### config.mk
export PLATFORM = sky130hd
export DESIGN_NAME = timer1_pwm_deadtime
export DESIGN_NICKNAME = d
export VERILOG_FILES = /design/src/logic/timer1_pwm_pkg.sv /design/src/logic/dt_if.sv /design/src/logic/timer_clk_select.sv /design/src/logic/deadtime_gen.sv /design/src/logic/timer1_pwm_deadtime.sv
export VERILOG_INCLUDE_DIRS = /design/src /design/src/logic
export SDC_FILE = /design/constraint.sdc
export NUM_CORES = 1
export LEC_CHECK = 0
export ABC_AREA = 1
export BUFFER_PORTS_ARGS = -buffer_cell sky130_fd_sc_hd__buf_2
export CELL_PAD_IN_SITES_DETAIL_PLACEMENT = 1
export CELL_PAD_IN_SITES_GLOBAL_PLACEMENT = 2
export CORE_ASPECT_RATIO = 0.6
export CORE_MARGIN = 2
export CORE_UTILIZATION = 32
export CTS_CLUSTER_DIAMETER = 30
export DETAILED_ROUTE_END_ITERATION = 7
export GPL_ROUTABILITY_DRIVEN = 0
export PLACE_DENSITY = 0.79
export SETUP_SLACK_MARGIN = 0.02
export SLEW_MARGIN = 15
export SYNTH_ARGS = -nofsm -noshare
export SYNTH_HDL_FRONTEND = slang
export SYNTH_SLANG_ARGS = --single-unit
### constraint.sdc
create_clock -name ref_clk -period 3 [get_ports ref_clk]
set_input_delay 0.15 -clock ref_clk [delete_from_list [all_inputs] [get_ports ref_clk]]
set_output_delay 0.15 -clock ref_clk [all_outputs]
set_load 0.05 [all_outputs]
### src/logic/timer1_pwm_params.svh
// offsets, field positions, reset values and counts of the timer1 pwm block
`ifndef TIMER1_PWM_PARAMS_SVH
`define TIMER1_PWM_PARAMS_SVH
// ==========================================================================
// register offsets on the plain register port
`define OFS_DT_PRESCALE   8'h23
`define OFS_DT_A          8'h24
`define OFS_DT_B          8'h25
`define OFS_PLL           8'h27
`define OFS_TOP           8'h2d
`define OFS_CMP_A         8'h2e
`define OFS_COUNT         8'h2f
`define OFS_CTRL          8'h30
`define OFS_FLAGS         8'h38
`define OFS_MASK          8'h39
// ==========================================================================
// field positions
`define PLL_LOCK_BIT      0
`define PLL_EN_BIT        1
`define PLL_FAST_BIT      2
`define CTRL_PWM_BIT      7
`define CTRL_OEB_BIT      6
`define CTRL_MODE_HI      5
`define CTRL_MODE_LO      4
`define CTRL_CS_HI        3
`define CTRL_CS_LO        0
`define FLAG_MATCH_BIT    6
`define FLAG_TOP_BIT      2
`define DT_TRUE_HI        7
`define DT_TRUE_LO        4
`define DT_INV_HI         3
`define DT_INV_LO         0
// ==========================================================================
// reset values and counts
`define RST_BYTE          8'h00
`define RST_TOP           8'hff
`define RST_DT_PRESCALE   2'h0
`define RST_PLL_EN        1'b0
`define FLAG_DELAY        2
`endif

### src/logic/timer1_pwm_pkg.sv
// types shared by the timer1 pwm block
package timer1_pwm_pkg;
  // ========================================================================
  // output mode of channel a in pwm operation
  typedef enum logic [1:0] {
    OUT_OFF  = 2'h0,
    OUT_OFF1 = 2'h1,
    OUT_CLR  = 2'h2,
    OUT_SET  = 2'h3
  } out_mode_t;
  typedef logic [7:0] byte_t;
endpackage

### src/logic/dt_if.sv
// carrier between the pwm core and one dead-time generator
`timescale 1ns/1ps
interface dt_if;
  logic       pwm;       // pwm signal to split
  logic       dtTick;    // prescaled dead-time tick
  logic [3:0] trueDelay; // delay before true output rises
  logic [3:0] invDelay;  // delay before inverted output rises
  logic       outTrue;   // true output of the pair
  logic       outInv;    // complementary output of the pair
  modport gen (input pwm, dtTick, trueDelay, invDelay,
               output outTrue, outInv);
  modport src (output pwm, dtTick, trueDelay, invDelay,
               input outTrue, outInv);
endinterface

### src/logic/timer_clk_select.sv
// timer clock selection: stopped, fast ticks /1..8 or system clock /1..1024
`timescale 1ns/1ps
module timer_clk_select (
  input  wire logic       ref_clk,
  input  wire logic       rst_b,
  input  wire logic       fastTick,
  input  wire logic       fastClockEnable,
  input  wire logic [3:0] clockSelect,
  output logic            timerTick
);
  logic [9:0]  divCnt_q;  // source tick counter
  logic [9:0]  divCnt_d;
  logic [3:0]  shiftAmt;  // log2 of the division
  logic [10:0] fullDiv;
  logic [9:0]  divMask;
  logic        srcTick;
  // ========================================================================
  // source and division decode
  always_comb begin
    if (clockSelect <= 4'h4) begin
      // fast source; falls back to system clock while it is disabled
      shiftAmt = 4'(clockSelect - 4'h1);
      srcTick  = fastClockEnable ? fastTick : 1'b1;
    end else begin
      shiftAmt = 4'(clockSelect - 4'h5);
      srcTick  = 1'b1;
    end
    fullDiv   = 11'h1 << shiftAmt;
    divMask   = 10'(fullDiv - 11'h1);
    timerTick = (clockSelect != 4'h0) && srcTick &&
                ((divCnt_q & divMask) == divMask);
    divCnt_d  = divCnt_q;
    if ((clockSelect != 4'h0) && srcTick) begin
      divCnt_d = 10'(divCnt_q + 10'h1);
    end
  end
  always_ff @(posedge ref_clk or negedge rst_b) begin
    if (!rst_b) begin
      divCnt_q <= 10'h0;
    end else begin
      divCnt_q <= divCnt_d;
    end
  end
endmodule

### src/logic/deadtime_gen.sv
// one dead-time generator: pwm signal to non-overlapping complementary pair
`timescale 1ns/1ps
module deadtime_gen #(
  parameter int DT_W = 4
) (
  input  wire logic ref_clk,
  input  wire logic rst_b,
  dt_if.gen         dt
);
  if (DT_W != 4) begin : g_bad_width
    $error("dead-time counter must be four bits");
  end
  logic            prev_q;  // pwm seen last cycle
  logic [DT_W-1:0] cnt_q;   // dead-time down counter
  logic [DT_W-1:0] cnt_d;
  logic            outT_q;
  logic            outT_d;
  logic            outI_q;
  logic            outI_d;
  logic            edgeSeen;
  // ========================================================================
  // edge detect, down count and output gating
  always_comb begin
    edgeSeen = dt.pwm != prev_q;
    cnt_d    = cnt_q;
    if (edgeSeen) begin
      cnt_d = dt.pwm ? dt.trueDelay : dt.invDelay;
    end else if (cnt_q != '0 && dt.dtTick) begin
      cnt_d = cnt_q - DT_W'(1);
    end
    // both low until the zero comparator releases the rising side
    outT_d = dt.pwm && (cnt_d == '0);
    outI_d = !dt.pwm && (cnt_d == '0);
  end
  always_ff @(posedge ref_clk or negedge rst_b) begin
    if (!rst_b) begin
      prev_q <= 1'b0;
      cnt_q  <= '0;
      outT_q <= 1'b0;
      outI_q <= 1'b0;
    end else begin
      prev_q <= dt.pwm;
      cnt_q  <= cnt_d;
      outT_q <= outT_d;
      outI_q <= outI_d;
    end
  end
  assign dt.outTrue = outT_q;
  assign dt.outInv  = outI_q;
endmodule

### src/logic/timer1_pwm_deadtime.sv
// timer1 pwm core with register port, pll status and two dead-time pairs
//
// The plain strobed port was decided locally.
`timescale 1ns/1ps
`include "timer1_pwm_params.svh"
// Operation
// - pll register bits seven to three read zero
// - lock bit reads one while pll locked
// - legacy mode forces fast clock and pll on
// - counter and compare a form pwm generator
// - counter counts zero to top, then restarts
// - top match sets overflow flag after delay
// - mode codes decide clear or set output
// - compare writes held, latched at top while pwm on
// - compare read returns latest written value
// - compare zero or top gives static output
// - overflow flag at top, interrupt needs enables
// - period is top plus one ticks
// - two independent dead-time generators, one per output
// - dead-time prescale divides by one to eight
// - edge loads four-bit counter with field
// - rising output waits until counter zero
// - dead time zero to fifteen prescaled ticks
// - high nibble true delay, low nibble inverted
// - clock select stops or divides timer clock
// - compare a match sets flag after delay
module timer1_pwm_deadtime #(
  parameter int DATA_W = 8
) (
  input  wire logic       ref_clk,
  input  wire logic       rst_b,
  input  wire logic [7:0] regAddr,
  input  wire logic [7:0] regWrData,
  input  wire logic       regWrStb,
  input  wire logic       regRdStb,
  output logic      [7:0] regRdData,
  input  wire logic       fastTick,
  input  wire logic       pllLockedPin,
  input  wire logic       compatModePin,
  input  wire logic       globalIntEnable,
  input  wire logic       pwmSrcB,
  output logic            pllEnable,
  output logic            fastClockEnable,
  output logic            pwmOutA,
  output logic            pwmOutANeg,
  output logic            pwmOutAEn,
  output logic            pwmOutB,
  output logic            pwmOutBNeg,
  output logic            pwmOutBEn,
  output logic            irqTop,
  output logic            irqMatchA
);
  if (DATA_W != 8) begin : g_bad_width
    $error("timer data path must be eight bits");
  end
  // ========================================================================
  // declarations
  timer1_pwm_pkg::byte_t     ctrl_q;      // pwm on, b enable, mode, select
  timer1_pwm_pkg::byte_t     ctrl_d;
  timer1_pwm_pkg::byte_t     top_q;       // top value
  timer1_pwm_pkg::byte_t     top_d;
  timer1_pwm_pkg::byte_t     cmpHold_q;   // temporary compare location
  timer1_pwm_pkg::byte_t     cmpHold_d;
  timer1_pwm_pkg::byte_t     cmpAct_q;    // compare value in use
  timer1_pwm_pkg::byte_t     cmpAct_d;
  timer1_pwm_pkg::byte_t     cnt_q;       // counter value
  timer1_pwm_pkg::byte_t     cnt_d;
  timer1_pwm_pkg::byte_t     dtA_q;       // dead-time value a
  timer1_pwm_pkg::byte_t     dtA_d;
  timer1_pwm_pkg::byte_t     dtB_q;       // dead-time value b
  timer1_pwm_pkg::byte_t     dtB_d;
  logic [1:0]                dtPre_q;     // dead-time prescale code
  logic [1:0]                dtPre_d;
  logic                      pllEn_q;     // software pll enable
  logic                      pllEn_d;
  logic                      fastEn_q;    // software fast clock enable
  logic                      fastEn_d;
  logic [1:0]                mask_q;      // {match a, top} enables
  logic [1:0]                mask_d;
  logic                      flagTop_q;   // top reached flag
  logic                      flagTop_d;
  logic                      flagMatch_q; // match a flag
  logic                      flagMatch_d;
  logic                      topEvt_q;    // event stage for flag delay
  logic                      topEvt_d;
  logic                      matchEvt_q;
  logic                      matchEvt_d;
  logic                      outA_q;      // raw pwm signal a
  logic                      outA_d;
  logic [2:0]                dtCnt_q;     // dead-time prescaler
  logic [2:0]                dtCnt_d;
  timer1_pwm_pkg::byte_t     rdData_q;
  timer1_pwm_pkg::byte_t     rdData_d;
  logic                      lockMeta_q;  // pin synchronisers
  logic                      lockSync_q;
  logic                      compMeta_q;
  logic                      compSync_q;
  timer1_pwm_pkg::out_mode_t mode;
  timer1_pwm_pkg::byte_t     stepCnt;     // value the counter moves to
  logic                      pwmOn;
  logic                      timerTick;
  logic                      step;
  logic                      atTop;
  logic                      arriveMatch;
  logic                      cntWr;
  logic                      wrFlags;
  logic [3:0]                dtFull;
  logic [2:0]                dtMask;
  logic                      dtTick;
  logic                      pllEnEff;
  logic                      fastEnEff;
  dt_if                      dtChanA ();
  dt_if                      dtChanB ();
  // ========================================================================
  // pin synchronisers: the first stage feeds only the second
  always_ff @(posedge ref_clk or negedge rst_b) begin
    if (!rst_b) begin
      lockMeta_q <= 1'b0;
      lockSync_q <= 1'b0;
      compMeta_q <= 1'b0;
      compSync_q <= 1'b0;
    end else begin
      lockMeta_q <= pllLockedPin;
      lockSync_q <= lockMeta_q;
      compMeta_q <= compatModePin;
      compSync_q <= compMeta_q;
    end
  end
  // legacy mode overrides what software holds
  assign pllEnEff        = pllEn_q | compSync_q;
  assign fastEnEff       = fastEn_q | compSync_q;
  assign pllEnable       = pllEnEff;
  assign fastClockEnable = fastEnEff;
  // ========================================================================
  // timer clock and dead-time prescaler
  timer_clk_select u_clk_sel (
    .ref_clk         (ref_clk),
    .rst_b           (rst_b),
    .fastTick        (fastTick),
    .fastClockEnable (fastEnEff),
    .clockSelect     (ctrl_q[`CTRL_CS_HI:`CTRL_CS_LO]),
    .timerTick       (timerTick)
  );
  always_comb begin
    dtFull  = 4'h1 << dtPre_q;
    dtMask  = 3'(dtFull - 4'h1);
    dtTick  = timerTick && ((dtCnt_q & dtMask) == dtMask);
    dtCnt_d = timerTick ? 3'(dtCnt_q + 3'h1) : dtCnt_q;
  end
  // ========================================================================
  // decode of the counting step
  assign mode    = timer1_pwm_pkg::out_mode_t'(
                     ctrl_q[`CTRL_MODE_HI:`CTRL_MODE_LO]);
  assign pwmOn   = ctrl_q[`CTRL_PWM_BIT];
  assign step    = pwmOn && timerTick;
  assign atTop   = cnt_q == top_q;
  // wrap after top gives a period of top plus one ticks
  assign stepCnt = atTop ? 8'h00 : 8'(cnt_q + 8'h01);
  assign arriveMatch = step && (stepCnt == cmpAct_q);
  assign cntWr   = regWrStb && (regAddr == `OFS_COUNT);
  assign wrFlags = regWrStb && (regAddr == `OFS_FLAGS);
  // ========================================================================
  // register writes, counter and compare buffering
  always_comb begin
    ctrl_d    = ctrl_q;
    top_d     = top_q;
    cmpHold_d = cmpHold_q;
    dtA_d     = dtA_q;
    dtB_d     = dtB_q;
    dtPre_d   = dtPre_q;
    pllEn_d   = pllEn_q;
    fastEn_d  = fastEn_q;
    mask_d    = mask_q;
    if (regWrStb) begin
      unique case (regAddr)
        `OFS_CTRL:        ctrl_d    = regWrData;
        `OFS_TOP:         top_d     = regWrData;
        `OFS_CMP_A:       cmpHold_d = regWrData;
        `OFS_DT_A:        dtA_d     = regWrData;
        `OFS_DT_B:        dtB_d     = regWrData;
        `OFS_DT_PRESCALE: dtPre_d   = regWrData[1:0];
        `OFS_PLL: begin
          pllEn_d  = regWrData[`PLL_EN_BIT];
          fastEn_d = regWrData[`PLL_FAST_BIT];
        end
        `OFS_MASK: begin
          mask_d = {regWrData[`FLAG_MATCH_BIT], regWrData[`FLAG_TOP_BIT]};
        end
        default: begin
          // other offsets store nothing here
        end
      endcase
    end
    // counter: software load first, else count on the timer tick while pwm is on
    cnt_d = cnt_q;
    if (cntWr) begin
      cnt_d = regWrData;
    end else if (step) begin
      cnt_d = stepCnt;
    end
    // compare: latched at top while pwm is on, so no odd-length pulse appears; loaded at once while pwm is off
    cmpAct_d = cmpAct_q;
    if (!pwmOn) begin
      cmpAct_d = cmpHold_d;
    end else if (step && atTop) begin
      cmpAct_d = cmpHold_q;
    end
  end
  // ========================================================================
  // event stage and sticky flags; a set beats a clear in the same cycle
  always_comb begin
    topEvt_d    = step && atTop;
    matchEvt_d  = arriveMatch;
    flagTop_d   = flagTop_q;
    flagMatch_d = flagMatch_q;
    if (wrFlags && regWrData[`FLAG_TOP_BIT]) begin
      flagTop_d = 1'b0;
    end
    if (wrFlags && regWrData[`FLAG_MATCH_BIT]) begin
      flagMatch_d = 1'b0;
    end
    if (topEvt_q) begin
      flagTop_d = 1'b1;
    end
    if (matchEvt_q) begin
      flagMatch_d = 1'b1;
    end
  end
  // interrupt requests need the flag, its enable and the global enable
  assign irqTop    = flagTop_q && mask_q[0] && globalIntEnable;
  assign irqMatchA = flagMatch_q && mask_q[1] && globalIntEnable;
  // ========================================================================
  // raw pwm signal a
  always_comb begin
    outA_d = outA_q;
    if (cmpAct_q == 8'h00) begin
      outA_d = (mode == timer1_pwm_pkg::OUT_SET);
    end else if (cmpAct_q == top_q) begin
      outA_d = (mode != timer1_pwm_pkg::OUT_SET);
    end else if (arriveMatch) begin
      outA_d = (mode == timer1_pwm_pkg::OUT_SET);
    end else if (step && stepCnt == 8'h01) begin
      outA_d = (mode == timer1_pwm_pkg::OUT_CLR);
    end
  end
  // codes 00 and 01 leave the pin undriven
  assign pwmOutAEn = pwmOn && mode[1];
  assign pwmOutBEn = ctrl_q[`CTRL_OEB_BIT];
  // ========================================================================
  // read path: data stand in the cycle after the strobe
  always_comb begin
    rdData_d = 8'h00;
    if (regRdStb) begin
      unique case (regAddr)
        `OFS_CTRL:        rdData_d = ctrl_q;
        `OFS_TOP:         rdData_d = top_q;
        `OFS_CMP_A:       rdData_d = cmpHold_q;
        `OFS_COUNT:       rdData_d = cnt_q;
        `OFS_DT_A:        rdData_d = dtA_q;
        `OFS_DT_B:        rdData_d = dtB_q;
        `OFS_DT_PRESCALE: rdData_d = {6'h00, dtPre_q};
        `OFS_PLL: begin
          rdData_d = {5'h00, fastEnEff, pllEnEff, lockSync_q};
        end
        `OFS_FLAGS: begin
          rdData_d = {1'b0, flagMatch_q, 3'h0, flagTop_q, 2'h0};
        end
        `OFS_MASK: begin
          rdData_d = {1'b0, mask_q[1], 3'h0, mask_q[0], 2'h0};
        end
        default:          rdData_d = 8'h00;
      endcase
    end
  end
  assign regRdData = rdData_q;
  // ========================================================================
  // state registers
  always_ff @(posedge ref_clk or negedge rst_b) begin
    if (!rst_b) begin
      ctrl_q      <= `RST_BYTE;
      top_q       <= `RST_TOP;
      cmpHold_q   <= `RST_BYTE;
      cmpAct_q    <= `RST_BYTE;
      cnt_q       <= `RST_BYTE;
      dtA_q       <= `RST_BYTE;
      dtB_q       <= `RST_BYTE;
      dtPre_q     <= `RST_DT_PRESCALE;
      pllEn_q     <= `RST_PLL_EN;
      fastEn_q    <= 1'b0;
      mask_q      <= 2'h0;
      flagTop_q   <= 1'b0;
      flagMatch_q <= 1'b0;
      topEvt_q    <= 1'b0;
      matchEvt_q  <= 1'b0;
      outA_q      <= 1'b0;
      dtCnt_q     <= 3'h0;
      rdData_q    <= `RST_BYTE;
    end else begin
      ctrl_q      <= ctrl_d;
      top_q       <= top_d;
      cmpHold_q   <= cmpHold_d;
      cmpAct_q    <= cmpAct_d;
      cnt_q       <= cnt_d;
      dtA_q       <= dtA_d;
      dtB_q       <= dtB_d;
      dtPre_q     <= dtPre_d;
      pllEn_q     <= pllEn_d;
      fastEn_q    <= fastEn_d;
      mask_q      <= mask_d;
      flagTop_q   <= flagTop_d;
      flagMatch_q <= flagMatch_d;
      topEvt_q    <= topEvt_d;
      matchEvt_q  <= matchEvt_d;
      outA_q      <= outA_d;
      dtCnt_q     <= dtCnt_d;
      rdData_q    <= rdData_d;
    end
  end
  // ========================================================================
  // dead-time pairs: high nibble true delay, low nibble inverted delay
  assign dtChanA.pwm       = outA_q;
  assign dtChanA.dtTick    = dtTick;
  assign dtChanA.trueDelay = dtA_q[`DT_TRUE_HI:`DT_TRUE_LO];
  assign dtChanA.invDelay  = dtA_q[`DT_INV_HI:`DT_INV_LO];
  assign dtChanB.pwm       = pwmSrcB;
  assign dtChanB.dtTick    = dtTick;
  assign dtChanB.trueDelay = dtB_q[`DT_TRUE_HI:`DT_TRUE_LO];
  assign dtChanB.invDelay  = dtB_q[`DT_INV_HI:`DT_INV_LO];
  // one generator per output, each with its own counter
  deadtime_gen #(.DT_W(4)) u_dt_a (
    .ref_clk (ref_clk),
    .rst_b   (rst_b),
    .dt      (dtChanA)
  );
  deadtime_gen #(.DT_W(4)) u_dt_b (
    .ref_clk (ref_clk),
    .rst_b   (rst_b),
    .dt      (dtChanB)
  );
  assign pwmOutA    = dtChanA.outTrue;
  assign pwmOutANeg = dtChanA.outInv;
  assign pwmOutB    = dtChanB.outTrue;
  assign pwmOutBNeg = dtChanB.outInv;
endmodule

==> reports/metrics.csv, run 1 <==
metric;value;unit
status;finished, violations left;
violated checks;setup timing;
CP Data Arrival Time;3.59;ns
most frequent cells in the layout;nand2_1 (227), inv_1 (127), dfrtp_1 (98), o21ai_0 (65), nor2_1 (53);
first-pass GRT wire length;34300;um
Crit. path cell count;27;
final std cells w/o fill;1137;
Final Skew;0.0125;ns
H-tree depth;3;
asr flop ratio synth;100;%
fin crit share;110;%
ANT nets after route;0;
Synth cell types;41;
initial antenna violation count;0;
mapped cell area;0.00595;mm2
Seq/Total Area, Yosys;44.7;%
final-report hold violation count;0;
Slew @ Worst Pin;0.853;ns
DRT Pass-1 Iters;4;
drt wl/cell;19.2;um
# diodes;0;
FF-to-FF setup slack;-0.29;ns
Setup Crit Path Kind;flip-flop to flip-flop;
YS warnings;0;
synthesized area per cell;7.47;um2
part of the power in registers;46.2;%
RSZ-0062 raised after global routing;yes;
worst hold stages;3;
Net Switching;1.09;mW
Most used DFF post-synth;dfrtp_1;
DRT Wirelength;21800;um
Row Count;38;
FF-to-FF path depth;27;
post-DP HPWL;16400;um
syn_nets;829;
Die Y;110;um
Critical Path RT;3.31;ns
R2R Path Start;ctrl_q[0];
clk buf depth;2;
crit-path max FO;4;
Pwr Density;467;mW/mm2
die area;0.0198;mm2
critical path launch point;ctrl_q[0];
cell mode on critical path;nand2_4;
Final WS setup;-0.287;ns
HP Start;regWrData[2];
DRT iter0 DRCs;470;
Vias per Instance;5.13;
Leak;3.83;nW
Finished Core Util;40.9;%
Max-cap violations;0;
worst reg2reg endpoint;dtChanA.pwm;
slew margin rel.;42.6;%
CTS tree;yes;
WHS Endpoint;cmpHold_q[2];
minimum clock period;3.29;ns
Seq cells post-synth;106;
I/O Buffers;42;
# IOs;43;
Layout Cell Area excl Fill;0.00744;mm2
min-delay worst type;input port to flip-flop;
Comb power frac;16.5;%
CTS Buf Count;9;
Max Slew Vio Count;0;
Initial Utilization;32.8;%
GRT Total Usage;22.8;%
# nets final;924;
layout cell share with drive strength beyond 1;19.0;%
Worst Setup Start Kind;flip-flop;
commonest non-fill, non-tap cell in the layout;nand2_1;
Worst setup EP type;flip-flop;
P&R area growth vs syn;24.9;%
Die Width;180;um
DP Cell Count;1102;
Pwr Total;3.47;mW
clock share of power;37.3;%
grt ovf;0;
FMAX;304;MHz
vias after detailed routing;5829;
CP max stage cell;dfrtp_1;
Worst VDD drop;0.266;mV
drt drc;0;
vias in the first global route;6193;
P_int;2.38;mW
clock sink count;106;
core area;0.0182;mm2
clk root buf;clkbuf_16;
Final setup viols;29;
top cell family by delay on the critical path;simple AND/OR/NAND/NOR gates;
clk slew on worst S/H paths;0.09;ns
largest net degree at the start of global routing;62;
Sw Ratio;31.4;%
number of enable flip-flop cells after synthesis;0;
Fill cells;2250;
slowest cell delay on critical path;0.43;ns
synthesized instance count;797;
number of buffers and inverters on the critical path;4;
Clock Latency Late Sink;0.37;ns
post-placement cell area;0.00676;mm2
[repair_timing]
item | CTS | global route
hold buffers | 4 | 0
buffers inserted | 8 | 8
pin swaps | 4 | 23
endpoints found under the setup margin | 31 | 34
endpoints found under the hold margin | 44 | 0
cloned | 0 | 1
gates resized for setup | 32 | 16
[worst max-delay path by stage]
stage / endpoint
finish: dtChanA.pwm
global route: u_dt_b.dt.outInv
CTS: u_dt_a.dt.outInv
detailed placement: u_dt_b.dt.outInv
global placement: u_dt_a.dt.outInv
floorplan: dtChanA.pwm
[per-layer routing]
metal	up-vias	GRT usage, %	routed length [um]
li1	2775	-	-
met1	2909	33.3	11300
met2	130	34.2	9040
met3	15	5.96	1330
met4	0	4.55	169
met5	-	0	0
[stage by stage]
| step | hold WS [ns] | setup TNS, ns | setup WS [ns] |
|---|---|---|---|
| floorplan | -0.146 | -0.0510 | -0.0269 |
| CTS | 0.0274 | -3.82 | -0.220 |
| detailed placement | 0.229 | -4.46 | -0.305 |
| global placement | 0.217 | -0.933 | -0.106 |
| global route | 0.0504 | -10.40 | -0.465 |
| finish | 0.0320 | -5.53 | -0.287 |
[state kept, by name, indices dropped and copies added, names as in the netlist, 2 cells and up]
register and flops:
cmpAct_q 8, cmpHold_q 8, cnt_q 8, ctrl_q 8, dtA_q 8, dtB_q 8, dtCnt_q 3, dtPre_q 2
mask_q 2, regRdData 8, top_q 8, u_clk_sel.divCnt_q 10, u_dt_a.cnt_q 4, u_dt_b.cnt_q 4
[final cells by class]
cell class	count	area, um2	area share [%]
clock buffer	9	225	3.03
tap	240	300	4.04
multi-input combinational	543	2910	39.1
timing repair buffer	99	748	10.1
inverter	133	509	6.85
clock inverter	7	83.8	1.13
sequential	106	2660	35.8
[worst reg2reg max path, delay by kind of cell, from the launching register on]
family | cells | cell delay (ns)
buffers and inverters | 4 | 0.38
AOI/OAI and AO/OA | 1 | 0.14
adders and majority gates | 2 | 0.47
and+or+nand+nor | 20 | 1.79
DFF | 1 | 0.43
[cell families after synthesis]
family	count (synthesis)	share of synthesized area, %
AO/OA/AOI/OAI	120	12.2
AND/OR/NAND/NOR	393	28.6
multiplexers	1	0.189
buffers and inverters	148	9.56
flip-flops	106	44.7
adder cells (fa/ha/maj)	7	1.47
XOR/XNOR	22	3.24
[Yosys cell counts, drive strengths merged, types with 3 or more instances]
library cell	count	area, um2
ha	7	87.6
nor2	59	248
nand4	27	169
o22ai	15	93.8
a21oi	7	38.8
a221oi	4	35.0
nand3	41	228
dfstp	8	210
o21ai	67	339
nor3	10	55.1
inv	133	499
nand2	246	941
o211ai	5	37.5
buf	4	28.8
o221ai	9	78.8
clkbuf	11	41.3
xor2	20	175
dfrtp	98	2450
nor4	7	43.8
a31oi	3	18.8
[power groups by stage]
stage / registers (mW) / logic [mW] / clock network [mW]
5_1_grt: 1.62 / 0.653 / 1.39
3_3_place_gp: 1.62 / 0.517 / 0
2_1_floorplan: 1.62 / 0.325 / 0
4_1_cts: 1.60 / 0.560 / 1.33
3_5_place_dp: 1.63 / 0.543 / 0
6_report: 1.61 / 0.575 / 1.29
(Power assumes the default switching activity.)
==> run 2: changes to the inputs <==
Settings changed: PLACE_DENSITY 0.79 to unset, PLACE_DENSITY_LB_ADDON set to 0.1.
==> run 2 against run 1 <==
The flow still finishes with violations (setup timing); final cell count fell by 0.26%; via count shrank 1.1%; clock power about the same; count of clock-buffer cells in the layout rose by 2; wire length fell by 0.67%; first-iteration DRC count is 8.9% lower; combinational power about the same; register-to-register slack improved by 0.02 ns; hold slack better by 0.047 ns; non-clock buffer count is 3 lower; setup slack improved by 0.022 ns; critical endpoint is now cmpAct_q[1].
==> reports/metrics.csv, run 2 (synthesis gave the netlist of run 1 again) <==
metric;value;unit
status;finished, violations left;
violated checks;setup timing;
CP max stage cell;dfrtp_1;
minimum clock period;3.26;ns
P&R area growth vs syn;23.1;%
drt wl/cell;19.1;um
slowest cell delay on critical path;0.41;ns
layout cell share with drive strength beyond 1;18.7;%
Row Count;38;
WHS Endpoint;cmpHold_q[1];
Critical Path RT;3.22;ns
Vias per Instance;5.08;
R2R Path Start;ctrl_q[1];
Worst Setup Start Kind;flip-flop;
Leak;3.75;nW
core area;0.0182;mm2
Die Y;110;um
die area;0.0198;mm2
Largest register FFs;10;
FMAX;306;MHz
post-DP HPWL;17200;um
Pwr Density;475;mW/mm2
first-pass GRT wire length;33800;um
clock sink count;106;
Fill cells;2258;
FF-to-FF setup slack;-0.26;ns
Final WS setup;-0.264;ns
FF-to-FF path depth;24;
I/O Buffers;42;
Max Slew Vio Count;0;
GRT Total Usage;23.0;%
Initial Utilization;32.8;%
grt ovf;0;
Worst setup EP type;flip-flop;
CP Data Arrival Time;3.48;ns
min-delay worst type;input port to flip-flop;
# diodes;0;
clk slew on worst S/H paths;0.07;ns
largest net degree at the start of global routing;72;
Final setup viols;26;
worst reg2reg endpoint;cmpAct_q[1];
Final Skew;0.0105;ns
crit path cell chain;nor2_4 > nand2_2 > nand2_2 > ha_4 > a21oi_4 > nand2_2 > nand2_4 > nand2_4 > nor2_4 > inv_2 > ha_4 > nor2_2 > nor2_1 > nand4_1 > nor2_2 > nand2_2 > nor2_4 > buf_4 > inv_2 > nor2_8 > nand2_4 > buf_4 > o22ai_1 > a31oi_1;
Pwr Total;3.48;mW
final std cells w/o fill;1134;
DRT Pass-1 Iters;5;
crit-path max FO;5;
Largest Register;u_clk_sel.divCnt_q;
DRT Wirelength;21700;um
HP Start;regWrData[1];
# nets final;921;
clk root buf;clkbuf_16;
ANT nets after route;0;
clk buf depth;2;
Worst VDD drop;0.272;mV
most frequent cells in the layout;nand2_1 (222), inv_1 (127), dfrtp_1 (98), o21ai_0 (65), nor2_1 (52);
slew margin rel.;51.8;%
CTS Buf Count;9;
DRT iter0 DRCs;428;
H-tree depth;3;
worst hold stages;3;
final-report hold violation count;0;
commonest non-fill, non-tap cell in the layout;nand2_1;
initial antenna violation count;0;
cell mode on critical path;nand2_2;
# IOs;43;
fin crit share;109;%
Slew @ Worst Pin;0.717;ns
RSZ-0062 raised after global routing;yes;
DP Cell Count;1102;
vias after detailed routing;5766;
CTS tree;yes;
Clock Latency Late Sink;0.37;ns
Setup Crit Path Kind;flip-flop to flip-flop;
vias in the first global route;5766;
Max-cap violations;0;
drt drc;0;
Die Width;180;um
==> run 2: changes by cell type in the layout (fill, tap and decap cells not counted), moves of 3 or more <==
cell	change
nand2_2	+7
nand2_1	-5
inv_2	+3
inv_6	-3
==> run 2: repair_timing <==
item                                   CTS  global route
pin swaps                               14            28
hold buffers                             4             0
resized for setup                       14            24
setup endpoints to repair               31            33
setup buffers                            7             5
endpoints found under the hold margin   35             0
==> run 2: metrics by stage <==
| step | util (%) | hold slack (ns) | TNS, ns | instance area (um2) | setup slack, ns |
|---|---|---|---|---|---|
| 2_1_floorplan | - | -0.146 | -0.0510 | 6010 | -0.0269 |
| 3_3_place_gp | 37.2 | 0.147 | -3.66 | 6750 | -0.243 |
| 3_5_place_dp | 37.2 | 0.155 | -8.56 | 6750 | -0.405 |
| 4_1_cts | 39.7 | 0.0625 | -3.46 | 7210 | -0.213 |
| 5_1_grt | 40.4 | 0.0845 | -10.13 | 7330 | -0.448 |
| 6_report | 40.4 | 0.0789 | -4.37 | 7330 | -0.264 |
==> run 2: critical path, delay by kind of cell (launching register included) <==
kind / cells / cell delay [ns]
compound gates: 3 / 0.33
flops: 1 / 0.41
fa+ha+maj: 2 / 0.49
buf+inv: 4 / 0.43
simple gates: 15 / 1.44
==> run 2: where the power goes <==
part / leakage (nW) / switching (mW) / total (mW) / internal (mW)
registers: 1.27 / 0.0862 / 1.61 / 1.52
logic: 2.32 / 0.379 / 0.577 / 0.198
clock network: 0.153 / 0.566 / 1.30 / 0.732
total: 3.75 / 1.03 / 3.48 / 2.45
==> run 2: worst max-delay path by stage <==
stage / startpoint / end / cells after the start
after global routing: ctrl_q[0] / cmpAct_q[1] / 24
after global placement: ctrl_q[1] / dtChanA.pwm / 24
after CTS: ctrl_q[0] / u_dt_a.dt.outInv / 26
final: ctrl_q[1] / cmpAct_q[1] / 24
after floorplan: ctrl_q[1] / dtChanA.pwm / 25
after detailed placement: ctrl_q[1] / u_dt_a.dt.outInv / 26
==> run 2: layout make-up <==
type	instances	area, um2	area share [%]
timing repair buffer	96	672	9.17
tap	240	300	4.10
clock buffer	11	233	3.18
clock inverter	5	78.8	1.08
inverter	133	499	6.81
multi-input combinational	543	2880	39.3
sequential	106	2660	36.3
==> run 2: per-layer routing <==
layer,GRT usage [%],up-vias,part of all wire (%)
met4,4.38,0,0.85
li1,-,2771,-
met2,31.9,127,39
met5,0,-,0
met3,4.50,13,4.6
met1,36.5,2855,55
==> run 3: changes to the inputs <==
Settings changed: BUFFER_PORTS_ARGS -buffer_cell sky130_fd_sc_hd__buf_2 to unset, CORE_UTILIZATION 32 to 34, DONT_BUFFER_PORTS set to 1.
==> run 3 against run 2 <==
The run still ends with setup timing left; utilization increased by 2.3 points; clock skew rose by 0.0046 ns; register-to-register slack barely moved; critical path type unchanged.
==> reports/metrics.csv, run 3 (synthesis gave the netlist of run 1 again) <==
metric;value;unit
status;finished, violations left;
violated checks;setup timing;
# nets final;890;
# diodes;0;
min-delay worst type;input port to flip-flop;
CTS Buf Count;9;
part of the power in registers;47.4;%
CP Data Arrival Time;3.56;ns
Worst setup EP type;flip-flop;
final std cells w/o fill;1097;
I/O Buffers;0;
DP Cell Count;1049;
Comb power frac;16.0;%
grt ovf;0;
Pwr Total;3.42;mW
initial antenna violation count;0;
Die Y;107;um
Setup Crit Path Kind;flip-flop to flip-flop;
Final setup viols;29;
minimum clock period;3.26;ns
first-pass GRT wire length;33300;um
final-report hold violation count;0;
slew margin rel.;41.2;%
final hold slack;0.0120;ns
clock sink count;106;
most frequent cells in the layout;nand2_1 (215), inv_1 (127), dfrtp_1 (98), o21ai_0 (65), nor2_1 (49);
Largest register FFs;10;
HP Start;regWrData[5];
worst hold stages;2;
GRT Total Usage;23.4;%
drt wl/cell;19.2;um
DRT Pass-1 Iters;5;
commonest non-fill, non-tap cell in the layout;nand2_1;
core area;0.0171;mm2
vias in the first global route;5936;
Sw Ratio;30.7;%
Clock Latency Late Sink;0.37;ns
Vias per Instance;5.18;
# IOs;43;
Die Width;175;um
Slew @ Worst Pin;0.878;ns
drt drc;0;
crit-path max FO;5;
RSZ-0062 raised after global routing;yes;
largest net degree at the start of global routing;107;
Finished Core Util;42.7;%
FF-to-FF setup slack;-0.26;ns
layout cell share with drive strength beyond 1;16.3;%
post-DP HPWL;15800;um
CTS tree;yes;
die area;0.0186;mm2
Row Count;37;
Worst Setup Start Kind;flip-flop;
post-placement cell area;0.00648;mm2
Final WS setup;-0.261;ns
WHS Endpoint;top_q[5];
Worst VDD drop;0.259;mV
fin crit share;109;%
Largest Register;u_clk_sel.divCnt_q;
Critical Path RT;3.30;ns
pre-CTS setup slack;-0.374;ns
Final Skew;0.0151;ns
clk slew on worst S/H paths;0.08;ns
FMAX;307;MHz
Pwr Density;468;mW/mm2
P&R area growth vs syn;22.8;%
H-tree depth;3;
clk buf depth;2;
DRT Wirelength;21000;um
R2R Path Start;ctrl_q[1];
Layout Cell Area excl Fill;0.00731;mm2
clk root buf;clkbuf_16;
DRT iter0 DRCs;382;
worst reg2reg endpoint;dtChanA.pwm;
FF-to-FF path depth;25;
vias after detailed routing;5685;
Net Switching;1.05;mW
P_int;2.37;mW
Max-cap violations;0;
Fin Setup TNS;-4.90;ns
Fill cells;2116;
Leak;3.59;nW
ANT nets after route;0;
Max Slew Vio Count;0;
clock share of power;36.5;%
Initial Utilization;34.8;%
-- run 3: cell types whose count changed in the layout (fill, tap and decap cells not counted), sizes merged --
cell / before / now
inv: 133 / 136
clkinv: 3 / 1
dlygate4sd3: 4 / 14
buf: 92 / 50
clkbuf: 11 / 10
nand2: 246 / 247
bufinv: 2 / 1
clkinvlp: 0 / 1
-- run 3: cell type report --
type                            instances  area [um2]  area share [%]
Clock buffer                           10         229            3.13
Inverter                              133         504            6.89
Timing Repair Buffer                   64         604            8.26
Multi-Input combinational cell        544        2950            40.3
Clock inverter                          6        71.3           0.975
Tap cell                              234         293            4.00
Sequential cell                       106        2660            36.4
-- run 3: worst max path at each step --
stage,from,end,slack (ns),cells after the start
final,ctrl_q[1],dtChanA.pwm,-0.26,25
after global routing,ctrl_q[1],u_dt_b.dt.outInv,-0.51,26
after CTS,ctrl_q[0],u_dt_a.dt.outTrue,-0.17,26
after detailed placement,ctrl_q[1],u_dt_a.dt.outTrue,-0.37,26
after global placement,ctrl_q[1],dtChanA.pwm,-0.17,24
after floorplan,ctrl_q[1],dtChanA.pwm,-0.03,25
-- run 3: timing repair --
action	4_1_cts	5_1_grt
pin swaps	23	33
setup buffers	15	8
hold buffers	15	0
resized for setup	19	45
hold endpoints to repair	129	0
gates cloned	0	1
setup endpoints to repair	32	34
-- run 3: routing by layer --
| metal | vias to the layer above | wire length, um | track usage, % |
|---|---|---|---|
| met5 | - | 0 | 0 |
| met3 | 21 | 1080 | 5.58 |
| li1 | 2699 | - | - |
| met1 | 2842 | 10700 | 34.3 |
| met2 | 123 | 8920 | 35.0 |
| met4 | 0 | 303 | 5.30 |
-- run 3: power groups by stage --
stage	sequential, mW	combinational [mW]	clock (mW)
6_report	1.62	0.550	1.25
5_1_grt	1.64	0.617	1.33
4_1_cts	1.62	0.531	1.28
3_5_place_dp	1.65	0.457	0
3_3_place_gp	1.65	0.438	0
2_1_floorplan	1.62	0.325	0
-- run 3: worst max-delay path: stages, from the launching register on --
cell	delay (ns)
dfrtp_1	0.41
nor2_4	0.13
nand2_2	0.06
nand2_2	0.09
ha_4	0.23
a21oi_4	0.17
nand2_2	0.09
nand2_4	0.07
nand2_4	0.05
nor2_4	0.09
inv_2	0.06
ha_4	0.26
nor2_2	0.03
nor2_1	0.10
nand4_1	0.09
nor2_1	0.12
nand2_1	0.12
nor2_4	0.20
buf_6	0.14
inv_6	0.04
nor2_8	0.13
buf_6	0.11
nand4_1	0.13
nand3_1	0.13
nand3_1	0.07
nand2_1	0.06
